===== config.mk =====
export PLATFORM = sky130hd
export DESIGN_NAME = pcrm_regbank
export DESIGN_NICKNAME = d
export VERILOG_FILES = /design/src/rtl/pcrm_pkg.sv /design/src/rtl/pcrm_regbank.sv
export VERILOG_INCLUDE_DIRS = /design/src /design/src/rtl
export SDC_FILE = /design/constraint.sdc
export NUM_CORES = 2
export LEC_CHECK = 0
export BUFFER_PORTS_ARGS = -buffer_cell sky130_fd_sc_hd__buf_2
export CAP_MARGIN = 20
export CORE_UTILIZATION = 49
export CTS_BUF_LIST = sky130_fd_sc_hd__clkbuf_8
export DETAILED_ROUTE_END_ITERATION = 6
export GPL_TIMING_DRIVEN = 0
export HOLD_SLACK_MARGIN = 0.12
export PLACE_DENSITY = 0.68
export SLEW_MARGIN = 20
export SYNTH_ARGS = -nofsm -noshare
export SYNTH_HDL_FRONTEND = slang
export SYNTH_SLANG_ARGS = --single-unit

===== constraint.sdc =====
create_clock -name ref_clk -period 10.1 [get_ports ref_clk]
set_clock_uncertainty 0.15 [all_clocks]
set_input_delay 0.505 -clock ref_clk [delete_from_list [all_inputs] [get_ports ref_clk]]
set_output_delay 0.505 -clock ref_clk [all_outputs]
set_load 0.02 [all_outputs]

===== src/rtl/pcrm_consts.svh =====
// Purpose: command codes, reset values and timing counts of the command register bank
// Assumes: codes are the command byte of the serial transaction
// Notes:   definitions only
`ifndef PCRM_CONSTS_SVH
`define PCRM_CONSTS_SVH
`define PCRM_CMD_PAGE        8'h00
`define PCRM_CMD_OPMODE      8'h01
`define PCRM_CMD_ENSRC       8'h02
`define PCRM_CMD_FCLR        8'h03
`define PCRM_CMD_PGWR        8'h05
`define PCRM_CMD_PGRD        8'h06
`define PCRM_CMD_PROT        8'h10
`define PCRM_CMD_SAVE        8'h15
`define PCRM_CMD_RELOAD      8'h16
`define PCRM_CMD_FEAT        8'h19
`define PCRM_CMD_AMASK       8'h1B
`define PCRM_CMD_VFMT        8'h20
`define PCRM_CMD_VSET        8'h21
`define PCRM_CMD_VMAX        8'h24
`define PCRM_CMD_MHI         8'h25
`define PCRM_CMD_MLO         8'h26
`define PCRM_CMD_SLEW        8'h27
`define PCRM_CMD_FSW         8'h33
`define PCRM_CMD_VINON       8'h35
`define PCRM_CMD_VINOFF      8'h36
`define PCRM_CMD_IGAIN       8'h38
`define PCRM_CMD_OVF         8'h40
`define PCRM_CMD_OVR         8'h41
`define PCRM_CMD_OVW         8'h42
`define PCRM_CMD_UVW         8'h43
`define PCRM_RESV_LO         8'hD0
`define PCRM_RST_PAGE        8'h00
`define PCRM_RST_OPMODE      8'h40
`define PCRM_RST_ENSRC       8'h1E
`define PCRM_RST_PROT        8'h00
`define PCRM_VAL_FEAT        8'hB0
`define PCRM_RST_AMASK       8'h00
`define PCRM_VAL_VFMT        8'h16
`define PCRM_RST_VSET        16'h6000
`define PCRM_RST_VMAX        16'hF000
`define PCRM_RST_MHI         16'h64CD
`define PCRM_RST_MLO         16'h5B33
`define PCRM_RST_SLEW        16'hAA00
`define PCRM_RST_FSW         16'hF3E8
`define PCRM_RST_VINON       16'hCB40
`define PCRM_RST_VINOFF      16'hCB00
`define PCRM_RST_IGAIN       16'hCA80
`define PCRM_RST_OVF         16'h699A
`define PCRM_RST_OVR         8'h00
`define PCRM_RST_OVW         16'h6733
`define PCRM_RST_UVW         16'h58CD
`define PCRM_OP_ON_BIT       7
`define PCRM_OP_MHI          2'b10
`define PCRM_OP_MLO          2'b01
`define PCRM_NVM_TIME_NS     1000
`define PCRM_CLK_NS          50
`define PCRM_NVM_CYC         ((`PCRM_NVM_TIME_NS + `PCRM_CLK_NS - 1) / `PCRM_CLK_NS)
`endif


===== src/rtl/pcrm_pkg.sv =====
// Purpose: types of the command register bank
// Assumes: two output pages
// Notes:   numbers live in pcrm_consts.svh
package pcrm_pkg;
  typedef enum logic [1:0] {
    PCRM_IDLE = 2'b00,
    PCRM_SAVE = 2'b01,
    PCRM_LOAD = 2'b11
  } pcrm_nvm_st_t;
  typedef logic [15:0] pcrm_word_t;
endpackage : pcrm_pkg


===== src/rtl/pcrm_regbank.sv =====
// Purpose: command-code register bank behind the serial bus transaction layer
// Assumes: a transaction engine hands over decoded command, data and page
// Notes:   paged commands keep one copy per output; nvm is a flip-flop shadow
// Behaviour
// unlisted codes D0..FF are maker reserved, never usable registers
// unlisted codes 00..CF are unsupported
// access to unsupported or reserved codes sets the command fault flag
// output voltages use mode byte 0x16, unsigned mantissa times two to -10
// busy shown to host while commands still being processed
// defaults coded in linear-16 or 5/11 linear format per command
// code 00 non-paged page select, reset 00
// paged nvm-backed operating mode byte, default 40
// paged enable source configuration byte, default 1E
// clear-faults send byte clears all set fault bits
// codes 05/06 write or read on explicit page, page select untouched
// non-paged nvm-backed protection level byte, default 00
// code 15 saves operating memory to nvm, 16 reloads it
// read-only feature byte returns B0
// paged setpoint word, linear-16, default 6000
// paged ceiling word limits any commanded output, default F000
// host keeps margin-high above nominal setpoint
// host keeps margin-low below nominal setpoint
// paged slew-rate word, default AA00
// non-paged switching frequency word, default F3E8
// start threshold CB40 enables, stop threshold CB00 disables conversion
// paged overvoltage limit 699A, response byte default 00
// 5/11 linear: signed exponent in 15:11, signed mantissa in 10:0
// paged commands hold one copy per output, chosen by page
`include "pcrm_consts.svh"
`timescale 1ns/1ns
module pcrm_regbank
  import pcrm_pkg::*;
(
  // clock and reset
  input  wire logic        ref_clk,
  input  wire logic        rst,
  // command from transaction engine
  input  wire logic        cmd_valid,
  input  wire logic        cmd_write,
  input  wire logic [7:0]  cmd_code,
  input  wire logic [15:0] cmd_wdata,
  input  wire logic        cmd_direct,
  input  wire logic        cmd_dir_page,
  output logic             cmd_busy,
  output logic             cmd_done,
  output logic [15:0]      cmd_rdata,
  output logic             cmd_fault,
  // device side
  input  wire logic [1:0]  run_pin,
  input  wire logic [15:0] vin_meas,
  input  wire logic        fault_set,
  output logic [1:0]       out_enable,
  output logic [15:0]      vout_target0,
  output logic [15:0]      vout_target1,
  output logic             convert_en,
  output logic [7:0]       fault_flags
);

  localparam int NVM_CYC = `PCRM_NVM_CYC;

  // 5/11 linear to signed value scaled by 2^16
  function automatic logic signed [47:0] lin11(input logic [15:0] w);
    logic signed [4:0]  e;
    logic signed [47:0] m;
    e = w[15:11];
    m = 48'(signed'(w[10:0])) <<< 16;
    lin11 = (e < 0) ? (m >>> (-e)) : (m <<< e);
  endfunction : lin11

  function automatic logic is_paged(input logic [7:0] c);
    is_paged = (c inside {`PCRM_CMD_OPMODE, `PCRM_CMD_ENSRC, `PCRM_CMD_AMASK,
               `PCRM_CMD_VSET, `PCRM_CMD_VMAX, `PCRM_CMD_MHI, `PCRM_CMD_MLO}) ||
               (c == `PCRM_CMD_SLEW) || (c >= `PCRM_CMD_OVF && c <= `PCRM_CMD_UVW);
  endfunction : is_paged

  // per-page storage
  logic [7:0]  opmode_reg [2];
  logic [7:0]  ensrc_reg  [2];
  logic [7:0]  amask_reg  [2];
  logic [15:0] vset_reg   [2];
  logic [15:0] vmax_reg   [2];
  logic [15:0] mhi_reg    [2];
  logic [15:0] mlo_reg    [2];
  logic [15:0] slew_reg   [2];
  logic [15:0] ovf_reg    [2];
  logic [7:0]  ovr_reg    [2];
  logic [15:0] ovw_reg    [2];
  logic [15:0] uvw_reg    [2];
  // nvm shadow of paged words, packed per page
  logic [159:0] nvp_reg   [2];
  logic [159:0] live_pg   [2];
  logic [7:0]  page_reg;
  logic [7:0]  prot_reg;
  logic [15:0] fsw_reg;
  logic [15:0] vinon_reg;
  logic [15:0] vinoff_reg;
  logic [15:0] igain_reg;
  logic [71:0] nvc_reg;
  logic [7:0]  fault_reg;
  logic        conv_reg;
  logic [15:0] rdata_reg;
  logic        done_reg;
  logic [$clog2(NVM_CYC+1)-1:0] nvm_cnt_reg;
  pcrm_nvm_st_t nvm_st_reg;

  wire        acc_page  = cmd_direct ? cmd_dir_page : page_reg[0];
  wire        go        = cmd_valid && !cmd_busy;
  wire        known     = is_paged(cmd_code) || cmd_code == `PCRM_CMD_PAGE ||
                          cmd_code == `PCRM_CMD_FCLR || cmd_code == `PCRM_CMD_PGWR ||
                          cmd_code == `PCRM_CMD_PGRD || cmd_code == `PCRM_CMD_PROT ||
                          cmd_code == `PCRM_CMD_SAVE || cmd_code == `PCRM_CMD_RELOAD ||
                          cmd_code == `PCRM_CMD_FEAT || cmd_code == `PCRM_CMD_VFMT ||
                          cmd_code == `PCRM_CMD_VMAX || cmd_code == `PCRM_CMD_FSW ||
                          cmd_code == `PCRM_CMD_VINON || cmd_code == `PCRM_CMD_VINOFF ||
                          cmd_code == `PCRM_CMD_IGAIN;
  // reserved (>= D0) and unsupported (< D0) both refused
  wire        reserved  = !known && (cmd_code >= `PCRM_RESV_LO);
  wire        ro_code   = cmd_code == `PCRM_CMD_FEAT || cmd_code == `PCRM_CMD_VFMT;
  // protection: top bit locks all writes but protection and page
  wire        locked    = prot_reg[7] && cmd_code != `PCRM_CMD_PROT &&
                          cmd_code != `PCRM_CMD_PAGE;
  wire        bad_acc   = go && (!known || (cmd_write && ro_code));
  wire        wr        = go && cmd_write && known && !ro_code && !locked;
  wire        clr       = go && cmd_code == `PCRM_CMD_FCLR;
  wire        save_go   = wr && cmd_code == `PCRM_CMD_SAVE;
  wire        load_go   = wr && cmd_code == `PCRM_CMD_RELOAD;
  wire        fault_new = bad_acc || (go && cmd_write && locked) || fault_set;
  wire        unused_r  = reserved;

  assign cmd_busy  = (nvm_st_reg != PCRM_IDLE);
  assign cmd_done  = done_reg;
  assign cmd_rdata = rdata_reg;
  assign cmd_fault = fault_reg[0];
  assign fault_flags = fault_reg;
  assign convert_en  = conv_reg;

  // read mux
  logic [15:0] rd_mux;
  always_comb begin
    rd_mux = 16'h0000;
    case (cmd_code)
      `PCRM_CMD_PAGE:   rd_mux = {8'h00, page_reg};
      `PCRM_CMD_OPMODE: rd_mux = {8'h00, opmode_reg[acc_page]};
      `PCRM_CMD_ENSRC:  rd_mux = {8'h00, ensrc_reg[acc_page]};
      `PCRM_CMD_PROT:   rd_mux = {8'h00, prot_reg};
      `PCRM_CMD_FEAT:   rd_mux = {8'h00, `PCRM_VAL_FEAT};
      `PCRM_CMD_AMASK:  rd_mux = {8'h00, amask_reg[acc_page]};
      `PCRM_CMD_VFMT:   rd_mux = {8'h00, `PCRM_VAL_VFMT};
      `PCRM_CMD_VSET:   rd_mux = vset_reg[acc_page];
      `PCRM_CMD_VMAX:   rd_mux = vmax_reg[acc_page];
      `PCRM_CMD_MHI:    rd_mux = mhi_reg[acc_page];
      `PCRM_CMD_MLO:    rd_mux = mlo_reg[acc_page];
      `PCRM_CMD_SLEW:   rd_mux = slew_reg[acc_page];
      `PCRM_CMD_FSW:    rd_mux = fsw_reg;
      `PCRM_CMD_VINON:  rd_mux = vinon_reg;
      `PCRM_CMD_VINOFF: rd_mux = vinoff_reg;
      `PCRM_CMD_IGAIN:  rd_mux = igain_reg;
      `PCRM_CMD_OVF:    rd_mux = ovf_reg[acc_page];
      `PCRM_CMD_OVR:    rd_mux = {8'h00, ovr_reg[acc_page]};
      `PCRM_CMD_OVW:    rd_mux = ovw_reg[acc_page];
      `PCRM_CMD_UVW:    rd_mux = uvw_reg[acc_page];
      default:          rd_mux = 16'h0000;
    endcase
  end

  // paged registers, one copy per output
  genvar p;
  generate
    for (p = 0; p < 2; p++) begin : g_page
      wire sel = wr && (acc_page == p);
      assign live_pg[p] = {opmode_reg[p], ensrc_reg[p], amask_reg[p], vset_reg[p],
                           vmax_reg[p], mhi_reg[p], mlo_reg[p], slew_reg[p],
                           ovf_reg[p], ovr_reg[p], ovw_reg[p], uvw_reg[p]};
      always_ff @(posedge ref_clk) begin
        if (rst) begin
          opmode_reg[p] <= `PCRM_RST_OPMODE;
          ensrc_reg[p]  <= `PCRM_RST_ENSRC;
          amask_reg[p]  <= `PCRM_RST_AMASK;
          vset_reg[p]   <= `PCRM_RST_VSET;
          vmax_reg[p]   <= `PCRM_RST_VMAX;
          mhi_reg[p]    <= `PCRM_RST_MHI;
          mlo_reg[p]    <= `PCRM_RST_MLO;
          slew_reg[p]   <= `PCRM_RST_SLEW;
          ovf_reg[p]    <= `PCRM_RST_OVF;
          ovr_reg[p]    <= `PCRM_RST_OVR;
          ovw_reg[p]    <= `PCRM_RST_OVW;
          uvw_reg[p]    <= `PCRM_RST_UVW;
          nvp_reg[p]    <= {`PCRM_RST_OPMODE, `PCRM_RST_ENSRC, `PCRM_RST_AMASK,
                            `PCRM_RST_VSET, `PCRM_RST_VMAX, `PCRM_RST_MHI,
                            `PCRM_RST_MLO, `PCRM_RST_SLEW, `PCRM_RST_OVF,
                            `PCRM_RST_OVR, `PCRM_RST_OVW, `PCRM_RST_UVW};
        end else if (nvm_st_reg == PCRM_LOAD && nvm_cnt_reg == 0) begin
          {opmode_reg[p], ensrc_reg[p], amask_reg[p], vset_reg[p], vmax_reg[p],
           mhi_reg[p], mlo_reg[p], slew_reg[p], ovf_reg[p], ovr_reg[p],
           ovw_reg[p], uvw_reg[p]} <= nvp_reg[p];
        end else begin
          if (nvm_st_reg == PCRM_SAVE && nvm_cnt_reg == 0)
            nvp_reg[p] <= live_pg[p];
          if (sel) begin
            case (cmd_code)
              `PCRM_CMD_OPMODE: opmode_reg[p] <= cmd_wdata[7:0];
              `PCRM_CMD_ENSRC:  ensrc_reg[p]  <= cmd_wdata[7:0];
              `PCRM_CMD_AMASK:  amask_reg[p]  <= cmd_wdata[7:0];
              `PCRM_CMD_VSET:   vset_reg[p]   <= cmd_wdata;
              `PCRM_CMD_VMAX:   vmax_reg[p]   <= cmd_wdata;
              `PCRM_CMD_MHI:    mhi_reg[p]    <= cmd_wdata;
              `PCRM_CMD_MLO:    mlo_reg[p]    <= cmd_wdata;
              `PCRM_CMD_SLEW:   slew_reg[p]   <= cmd_wdata;
              `PCRM_CMD_OVF:    ovf_reg[p]    <= cmd_wdata;
              `PCRM_CMD_OVR:    ovr_reg[p]    <= cmd_wdata[7:0];
              `PCRM_CMD_OVW:    ovw_reg[p]    <= cmd_wdata;
              `PCRM_CMD_UVW:    uvw_reg[p]    <= cmd_wdata;
              default:          ;
            endcase
          end
        end
      end
      // selected target: margin by operating mode, clamped to ceiling
      wire [1:0]  mg   = opmode_reg[p][5:4];
      wire [15:0] want = (mg == `PCRM_OP_MHI) ? mhi_reg[p] :
                         (mg == `PCRM_OP_MLO) ? mlo_reg[p] : vset_reg[p];
      wire [15:0] tgt  = (want > vmax_reg[p]) ? vmax_reg[p] : want;
      // enable: cfg bit 3 honours bus command, bit 2 honours run pin
      wire bus_ok = !ensrc_reg[p][3] || opmode_reg[p][`PCRM_OP_ON_BIT];
      wire pin_ok = !ensrc_reg[p][2] || run_pin[p];
      wire en_w   = bus_ok && pin_ok && conv_reg;
      if (p == 0) begin : g_t0
        assign vout_target0 = tgt;
      end else begin : g_t1
        assign vout_target1 = tgt;
      end
      assign out_enable[p] = en_w;
    end
  endgenerate

  // non-paged registers and sequencing
  always_ff @(posedge ref_clk) begin
    if (rst) begin
      page_reg    <= `PCRM_RST_PAGE;
      prot_reg    <= `PCRM_RST_PROT;
      fsw_reg     <= `PCRM_RST_FSW;
      vinon_reg   <= `PCRM_RST_VINON;
      vinoff_reg  <= `PCRM_RST_VINOFF;
      igain_reg   <= `PCRM_RST_IGAIN;
      nvc_reg     <= {`PCRM_RST_PROT, `PCRM_RST_FSW, `PCRM_RST_VINON,
                      `PCRM_RST_VINOFF, `PCRM_RST_IGAIN};
      fault_reg   <= 8'h00;
      conv_reg    <= 1'b0;
      rdata_reg   <= 16'h0000;
      done_reg    <= 1'b0;
      nvm_st_reg  <= PCRM_IDLE;
      nvm_cnt_reg <= '0;
    end else begin
      done_reg <= go;
      if (go && !cmd_write)
        rdata_reg <= rd_mux;
      // new fault wins over clear
      if (fault_new)
        fault_reg <= (clr ? 8'h00 : fault_reg) | {7'h00, fault_new};
      else if (clr)
        fault_reg <= 8'h00;
      // hysteresis on input thresholds, values in 5/11 linear
      if (lin11(vin_meas) >= lin11(vinon_reg))
        conv_reg <= 1'b1;
      else if (lin11(vin_meas) < lin11(vinoff_reg))
        conv_reg <= 1'b0;
      case (nvm_st_reg)
        PCRM_IDLE: begin
          if (save_go || load_go) begin
            nvm_st_reg  <= save_go ? PCRM_SAVE : PCRM_LOAD;
            nvm_cnt_reg <= ($clog2(NVM_CYC+1))'(NVM_CYC - 1);
          end
        end
        PCRM_SAVE, PCRM_LOAD: begin
          if (nvm_cnt_reg == 0) begin
            nvm_st_reg <= PCRM_IDLE;
            if (nvm_st_reg == PCRM_SAVE)
              nvc_reg <= {prot_reg, fsw_reg, vinon_reg, vinoff_reg, igain_reg};
            else
              {prot_reg, fsw_reg, vinon_reg, vinoff_reg, igain_reg} <= nvc_reg;
          end else begin
            nvm_cnt_reg <= nvm_cnt_reg - 1'b1;
          end
        end
        default: nvm_st_reg <= PCRM_IDLE;
      endcase
      // direct-page access leaves page select alone
      if (wr && !cmd_direct) begin
        case (cmd_code)
          `PCRM_CMD_PAGE:   page_reg   <= cmd_wdata[7:0];
          `PCRM_CMD_PROT:   prot_reg   <= cmd_wdata[7:0];
          `PCRM_CMD_FSW:    fsw_reg    <= cmd_wdata;
          `PCRM_CMD_VINON:  vinon_reg  <= cmd_wdata;
          `PCRM_CMD_VINOFF: vinoff_reg <= cmd_wdata;
          `PCRM_CMD_IGAIN:  igain_reg  <= cmd_wdata;
          default:          ;
        endcase
      end else if (wr) begin
        case (cmd_code)
          `PCRM_CMD_PROT:   prot_reg   <= cmd_wdata[7:0];
          `PCRM_CMD_FSW:    fsw_reg    <= cmd_wdata;
          `PCRM_CMD_VINON:  vinon_reg  <= cmd_wdata;
          `PCRM_CMD_VINOFF: vinoff_reg <= cmd_wdata;
          `PCRM_CMD_IGAIN:  igain_reg  <= cmd_wdata;
          default:          ;
        endcase
      end
    end
  end

endmodule : pcrm_regbank


=== Word level (Yosys, flattened, before mapping) ===
Memories as Yosys holds them, arrays and structs flattened.
Index checks and enable logic that the tools add are counted.

* $add $sub $neg: 4
* Order comparisons: 10
* Equality and inequality tests: 34
* Shift-type cells: 6
* Muxes and demuxes: 156
* Bitwise gates (word level): 5
* Reduce and logical (&&, ||, !) cells: 110

{| class="wikitable"
|+ Operator list
! cell !! count
|-
| 16-bit two-way mux || 94
|-
| 160-bit two-way mux || 2
|-
| 8-bit two-way mux || 40
|-
| 16-bit one-hot mux with 20 select lines || 1
|-
| 48-bit two-way mux || 3
|-
| 27-bit by 5-bit <<< shifter with 48-bit output || 3
|-
| 27-bit by 5-bit >>> shifter with 48-bit output || 3
|-
| 8-bit by 6-bit == test with 1-bit output, second input constant || 10
|-
| 2-bit AND reduction || 26
|-
| 48-bit >= comparator || 1
|-
| 48-bit less-than comparator || 1
|-
| 8-bit by 5-bit == test with 1-bit output, second input constant || 5
|-
| 2-bit nonzero test || 17
|-
| 8-bit by 7-bit == test with 1-bit output, second input constant || 4
|-
| 16-bit > comparator || 2
|-
| 1-bit logical OR || 25
|-
| 1-bit logical AND || 24
|-
| 8-bit by 2-bit == test with 1-bit output, second input constant || 2
|-
| 8-bit by 3-bit == test with 1-bit output, second input constant || 2
|-
| 5-bit by 1-bit less-than comparator with 1-bit output, second input constant || 3
|-
| 5-bit negator || 3
|-
| 1-bit zero test || 10
|-
| 5-bit two-way mux || 2
|-
| 5-bit one-hot mux with 2 select lines || 1
|-
| other kinds (23) || 41
|}

* Bits in registers: 505
* RAM bits: 320
* Bits of input ports: 49
* Output and inout port bits: 62
* Word-level logic and storage cells: 363
* Memories kept: 1

{| class="wikitable"
|+ Memory list
! name !! words !! width !! read ports !! clocked after Yosys merged registers in !! wr ports !! RTL line !! source
|-
| nvp_reg || 2 || 160 || 2 || 0 || 2 || pcrm_regbank.sv:90 || <nowiki>logic [159:0] nvp_reg [2];</nowiki>
|}

=== Depth between registers and ports, before layout ===
* Word-level depth: 25
* Mapped depth: 24
* Depth with buffers taken out: 19

=== Worst setup path before layout ===
OpenSTA, ideal clock, no wires.

* Kind: reg2reg
* Start point: reg nvm_cnt_reg[0]
* End point: mem nvp_reg[0][0] (enable)
* Data arrival time: 10.030 ns
* Path slack: -0.888 ns
* Cell stages (with the launch flop): 9
* Period minus slack after synthesis: 10.988 ns
* Cell sequence: dfxtp_1 > inv_1 > ha_1 > nand2_1 > nor2_1 > nand3b_1 > nor2b_1 > clkinv_1 > buf_1

{| class="wikitable"
|+ RTL lines
! what !! RTL line !! source
|-
| start, declared || pcrm_regbank.sv:103 || <nowiki>logic [$clog2(NVM_CYC+1)-1:0] nvm_cnt_reg;</nowiki>
|-
| start signal, assigned || pcrm_regbank.sv:271 || <nowiki>nvm_cnt_reg <= ($clog2(NVM_CYC+1))'(NVM_CYC - 1);</nowiki>
|-
| start signal, assigned || pcrm_regbank.sv:282 || <nowiki>nvm_cnt_reg <= nvm_cnt_reg - 1'b1;</nowiki>
|-
| end, declared || pcrm_regbank.sv:90 ||
|}

=== Worst setup path in the final report ===
* Start point: reg vinoff_reg[11]
* End point: reg conv_reg, in the netlist convert_en

* Cells in the longest elaborated chain, start to end: 5
* Elaborated cells on any way between the ends: 7

{| class="wikitable"
|+ Ends and longest elaborated chain
! what !! RTL line !! source
|-
| start, declared || pcrm_regbank.sv:96 || <nowiki>logic [15:0] vinoff_reg;</nowiki>
|-
| start signal, assigned || pcrm_regbank.sv:243 || <nowiki>vinoff_reg <= `PCRM_RST_VINOFF;</nowiki>
|-
| start signal, assigned || pcrm_regbank.sv:280 || <nowiki>{prot_reg, fsw_reg, vinon_reg, vinoff_reg, igain_reg} <= nvc_reg;</nowiki>
|-
| start signal, assigned || pcrm_regbank.sv:294 || <nowiki>`PCRM_CMD_VINOFF: vinoff_reg <= cmd_wdata;</nowiki>
|-
| 5-bit negator || pcrm_regbank.sv:67 || <nowiki>lin11 = (e < 0) ? (m >>> (-e)) : (m <<< e);</nowiki>
|-
| 27-bit by 5-bit >>> shifter with 48-bit output || pcrm_regbank.sv:67 ||
|-
| 48-bit two-way mux * || pcrm_regbank.sv:67 ||
|-
| 48-bit less-than comparator * || pcrm_regbank.sv:265 || <nowiki>else if (lin11(vin_meas) < lin11(vinoff_reg))</nowiki>
|-
| 2-bit nonzero test (no source line) * || - ||
|-
| end signal, assigned || pcrm_regbank.sv:248 || <nowiki>conv_reg <= 1'b0;</nowiki>
|-
| end signal, assigned || pcrm_regbank.sv:264 || <nowiki>conv_reg <= 1'b1;</nowiki>
|-
| end signal, assigned || pcrm_regbank.sv:266 || <nowiki>conv_reg <= 1'b0;</nowiki>
|-
| end, declared || pcrm_regbank.sv:100 || <nowiki>logic conv_reg;</nowiki>
|}

Mark *: on every way between the ends. The rest lies on a longest branch, timed or not.
A chain may end at the register's enable or synchronous reset.

==> results.py <==
metrics = {
    "clocking": {
        "worst_setup_hold_path_clk_slew_ns": 0.07,
        "cts.repair.resized": 0,
        "cts_root_buf": "sky130_fd_sc_hd__clkbuf_8",
        "clock_sinks": 818,
        "later_pin_clock_latency_in_the_skew_report_ns": 0.88,
        "cts_htree_levels": 4,
        "tritoncts": "built",
        "tritoncts.num_buffers": 144,
        "cts_buffer_depth": 3,
    },
    "yosys": {
        "commonest_register_cell_after_synthesis": "sky130_fd_sc_hd__dfxtp_1",
        "synth.cell_area_um2": 42800,
        "synth-seq-cells": 818,
        "yosys.area.top_type_share": 0.233,
        "post_synthesis_async_set_or_reset_flop_share": 0,
        "avgSynthCellArea_um2": 9.16,
        "synth_enable_flop_cells": 320,
        "most_frequent_cell_after_synthesis": "sky130_fd_sc_hd__a21oi_1",
        "yosys-top-cells-area": "sky130_fd_sc_hd__dfxtp_1, sky130_fd_sc_hd__edfxtp_1, sky130_fd_sc_hd__a211oi_1",
        "synth.largest_area_cell": "sky130_fd_sc_hd__dfxtp_1",
        "yosys.cell_types.count": 90,
        "synth_sequential_area_ratio": 0.458,
        "yosys_warnings": 0,
        "synth_commonest_cells": "sky130_fd_sc_hd__a21oi_1, sky130_fd_sc_hd__nor2_1, sky130_fd_sc_hd__dfxtp_1",
        "post_synth_inst_count": 4671,
    },
    "layout": {
        "synthToLayoutAreaGrowth_pct": 12.3,
        "drive_gt1_frac": 0.0968,
        "layout.nets": 5122,
        "finish.instance_area_um2": 48100,
        "postLayoutCoreUtil": 0.555,
        "largest_register_ff_count": 320,
    },
    "floorplanning": {
        "die_width_um": 298,
        "initial_utilization": 0.494,
        "ports": 111,
        "core.rowCount": 108,
        "placeable_area_um2": 86600,
        "die_y_um": 298,
        "floorplan.die_area_um2": 88500,
    },
    "placement": {
        "dp.final_hpwl_mm": 154,
        "port_buffers": 96,
        "final_weighted_congestion_in_routability_driven_placement": 1.07,
        "post_dp_cell_area_um2": 45000,
    },
    "critical_path": {
        "worstSetupEndpointType": "flop",
        "crit_type": "flop to flop",
        "start_kind": "flop",
        "rr_worst_depth": 20,
        "r2r_setup_slack_ns": 4.10,
        "reg2reg_from": "vinoff_reg[11]$_SDFF_PP1_",
        "r2r-end": "convert_en$_SDFFE_PP0P_",
        "critPathRequiredTime_ns": 10.72,
        "crit_path_cell_trace": "buf_2, clkinv_1, clkbuf_1, ha_1, clkbuf_1, buf_1, a211oi_1, a21oi_1, mux2i_1, a21oi_1, a22oi_1, ha_1, inv_1, a221o_1, or3_1, o32ai_1, o211ai_1, a21o_1, a21bo_2, a21oi_1",
        "cp_slowest_stage_delay_ns": 0.43,
        "worst_path_most_repeated_cell": "sky130_fd_sc_hd__a21oi_1",
        "cp_data_arrival_time_ns": 6.62,
        "critical_path.startpoint": "vinoff_reg[11]$_SDFF_PP1_",
        "crit_path_top_delay_cell": "sky130_fd_sc_hd__buf_1",
        "worstPathMaxFanout": 10,
        "critical_path.endpoint": "convert_en$_SDFFE_PP0P_",
    },
    "power_and_ir_drop": {
        "leakagePower_uw": 0.0169,
        "vdd.ir_drop.worst_uv": 133,
        "power-per-cell-area_nw_per_um2": 149,
    },
    "route": {
        "drt_first_iter_violations": 6514,
        "route.detailed.drc": 0,
        "routed_wirelength_mm": 207,
        "firstDrtPassIters": 7,
        "vias_after_detailed_routing": 42400,
        "drtAntennaViolNets": 0,
        "avgViaCountPerCell": 6.81,
        "final_routed_wire_length_divided_by_cell_count_um": 33.3,
    },
    "global_route": {
        "first_global_vias": 38900,
        "global_route_total_overflow": 0,
        "antenna_found_initial": 15,
        "grt_first_pass_wirelength_mm": 289,
        "gr-usage-all-layers": 0.456,
        "pin_count_of_the_biggest_net_entering_global_routing": 96,
    },
    "timing": {
        "grt_setup_unrepaired": "false",
        "drv_slew": 0,
        "worst_max_slew_pin_slew_ns": 1.36,
        "post-route-period-util": 0.594,
        "timing.final.crit_period_ns": 6.00,
        "relSlewSlack": 0.0908,
        "report.final.setup_viol": 0,
        "timing.final.hold_violations": 0,
        "tns_ns": 0,
        "timing.fmax_mhz": 167,
    },
    "outcome": {
        "status": "completed",
    },
    "min_path": {
        "hold_depth": 5,
        "hold_class": "input port to flop",
        "min-delay-start": "cmd_direct",
    },
    "flow_run": {
        "max_cap_viol_count": 0,
    },
}
-- final cells by class --
cell class	count	area, um^2
clock inverter	91	512
fill	7950	38600
inverter	65	244
buffer	457	1880
clock buffer	167	2300
tap	1155	1450
sequential	818	19600
antenna	9	22.5
multi-input combinational	3337	21200
timing repair buffer	128	871
-- timing repair --
action,in CTS,in global routing
hold endpoints to repair,85,0
hold buffers,22,0
setup buffers,0,0
-- how the worst min path moves through the flow --
stage,slack [ns],to
after floorplan,0.27,nvc_reg[26]$_SDFFE_PP0P_
after global placement,0.29,nvc_reg[44]$_SDFFE_PP0P_
after detailed placement,0.29,cmd_rdata[13]$_SDFFE_PP0P_
after CTS,0.14,page_reg[1]$_SDFFE_PP0P_
after global routing,0.19,page_reg[6]$_SDFFE_PP0P_
final,0.19,page_reg[1]$_SDFFE_PP0P_
-- power breakdown --
part | switching (uW) | total, uW | internal, uW | leakage, uW
clock | 1530 | 3080 | 1550 | 0.00166
combinational | 446 | 609 | 164 | 0.00834
sequential | 15.2 | 3470 | 3450 | 0.00692
total | 1990 | 7160 | 5170 | 0.0169
-- per-stage QoR --
stage                     setup WS, ns  total power [uW]  instances  hold slack [ns]
after detailed placement          3.76              4110       5937            0.292
final                             4.10              7160       6227            0.188
after global placement           -5.63              4140       5928            0.285
after global routing              3.70              7320       6219            0.189
after floorplan                 0.0869              3880       4677            0.274
after CTS                         4.15              7120       6217            0.137
-- layer usage --
layer,wire length (um),track usage,vias to the layer above
li1,-,-,18000
met1,77500,0.576,20500
met2,87700,0.668,3150
met3,25500,0.132,757
met4,16800,0.321,8
met5,58,0,-
-- cell usage in the layout (no fill, tap or decap), types with 24 or more instances in the layout --
cell type	instances
sky130_fd_sc_hd__a31oi_1	36
sky130_fd_sc_hd__or3_1	113
sky130_fd_sc_hd__a2111oi_0	40
sky130_fd_sc_hd__clkbuf_8	167
sky130_fd_sc_hd__a211oi_1	377
sky130_fd_sc_hd__mux2_2	49
sky130_fd_sc_hd__nand3_1	54
sky130_fd_sc_hd__a22o_1	48
sky130_fd_sc_hd__inv_1	121
sky130_fd_sc_hd__a22oi_1	38
sky130_fd_sc_hd__a21oi_1	540
sky130_fd_sc_hd__a221oi_1	37
sky130_fd_sc_hd__o22ai_1	69
sky130_fd_sc_hd__edfxtp_1	320
sky130_fd_sc_hd__o22a_1	32
sky130_fd_sc_hd__clkbuf_1	360
sky130_fd_sc_hd__and2_1	227
sky130_fd_sc_hd__nor2b_1	24
sky130_fd_sc_hd__clkbuf_2	27
sky130_fd_sc_hd__nor2_1	528
sky130_fd_sc_hd__nand2_1	271
sky130_fd_sc_hd__mux2i_1	146
sky130_fd_sc_hd__ha_1	122
sky130_fd_sc_hd__o21ai_0	111
sky130_fd_sc_hd__buf_2	129
sky130_fd_sc_hd__nor3_1	154
sky130_fd_sc_hd__a222oi_1	31
sky130_fd_sc_hd__dfxtp_1	498
-- worst max-delay path, delay by kind of cell, from the launching register on --
kind / cells / cell delay [ns]
flip-flops: 1 / 0.34
buffers and inverters: 6 / 1.74
AND/OR/NAND/NOR: 1 / 0.32
AO/OA/AOI/OAI: 10 / 2.49
multiplexers: 1 / 0.18
adder cells (fa/ha/maj): 2 / 0.71
-- cells by family (layout without fill, tap and decap cells) --
logic type | after synthesis | count (layout) | share of synthesized area
buffers and inverters | 522 | 908 | 0.0486
adder cells (fa/ha/maj) | 122 | 122 | 0.0357
XOR/XNOR | 15 | 15 | 0.00307
multiplexers | 214 | 214 | 0.0568
AND/OR/NAND/NOR | 1488 | 1488 | 0.168
AO/OA/AOI/OAI | 1491 | 1491 | 0.231
flip-flops | 818 | 818 | 0.458
other | 1 | 16 | 0.0000876
Power figures use the tool's default switching activity.
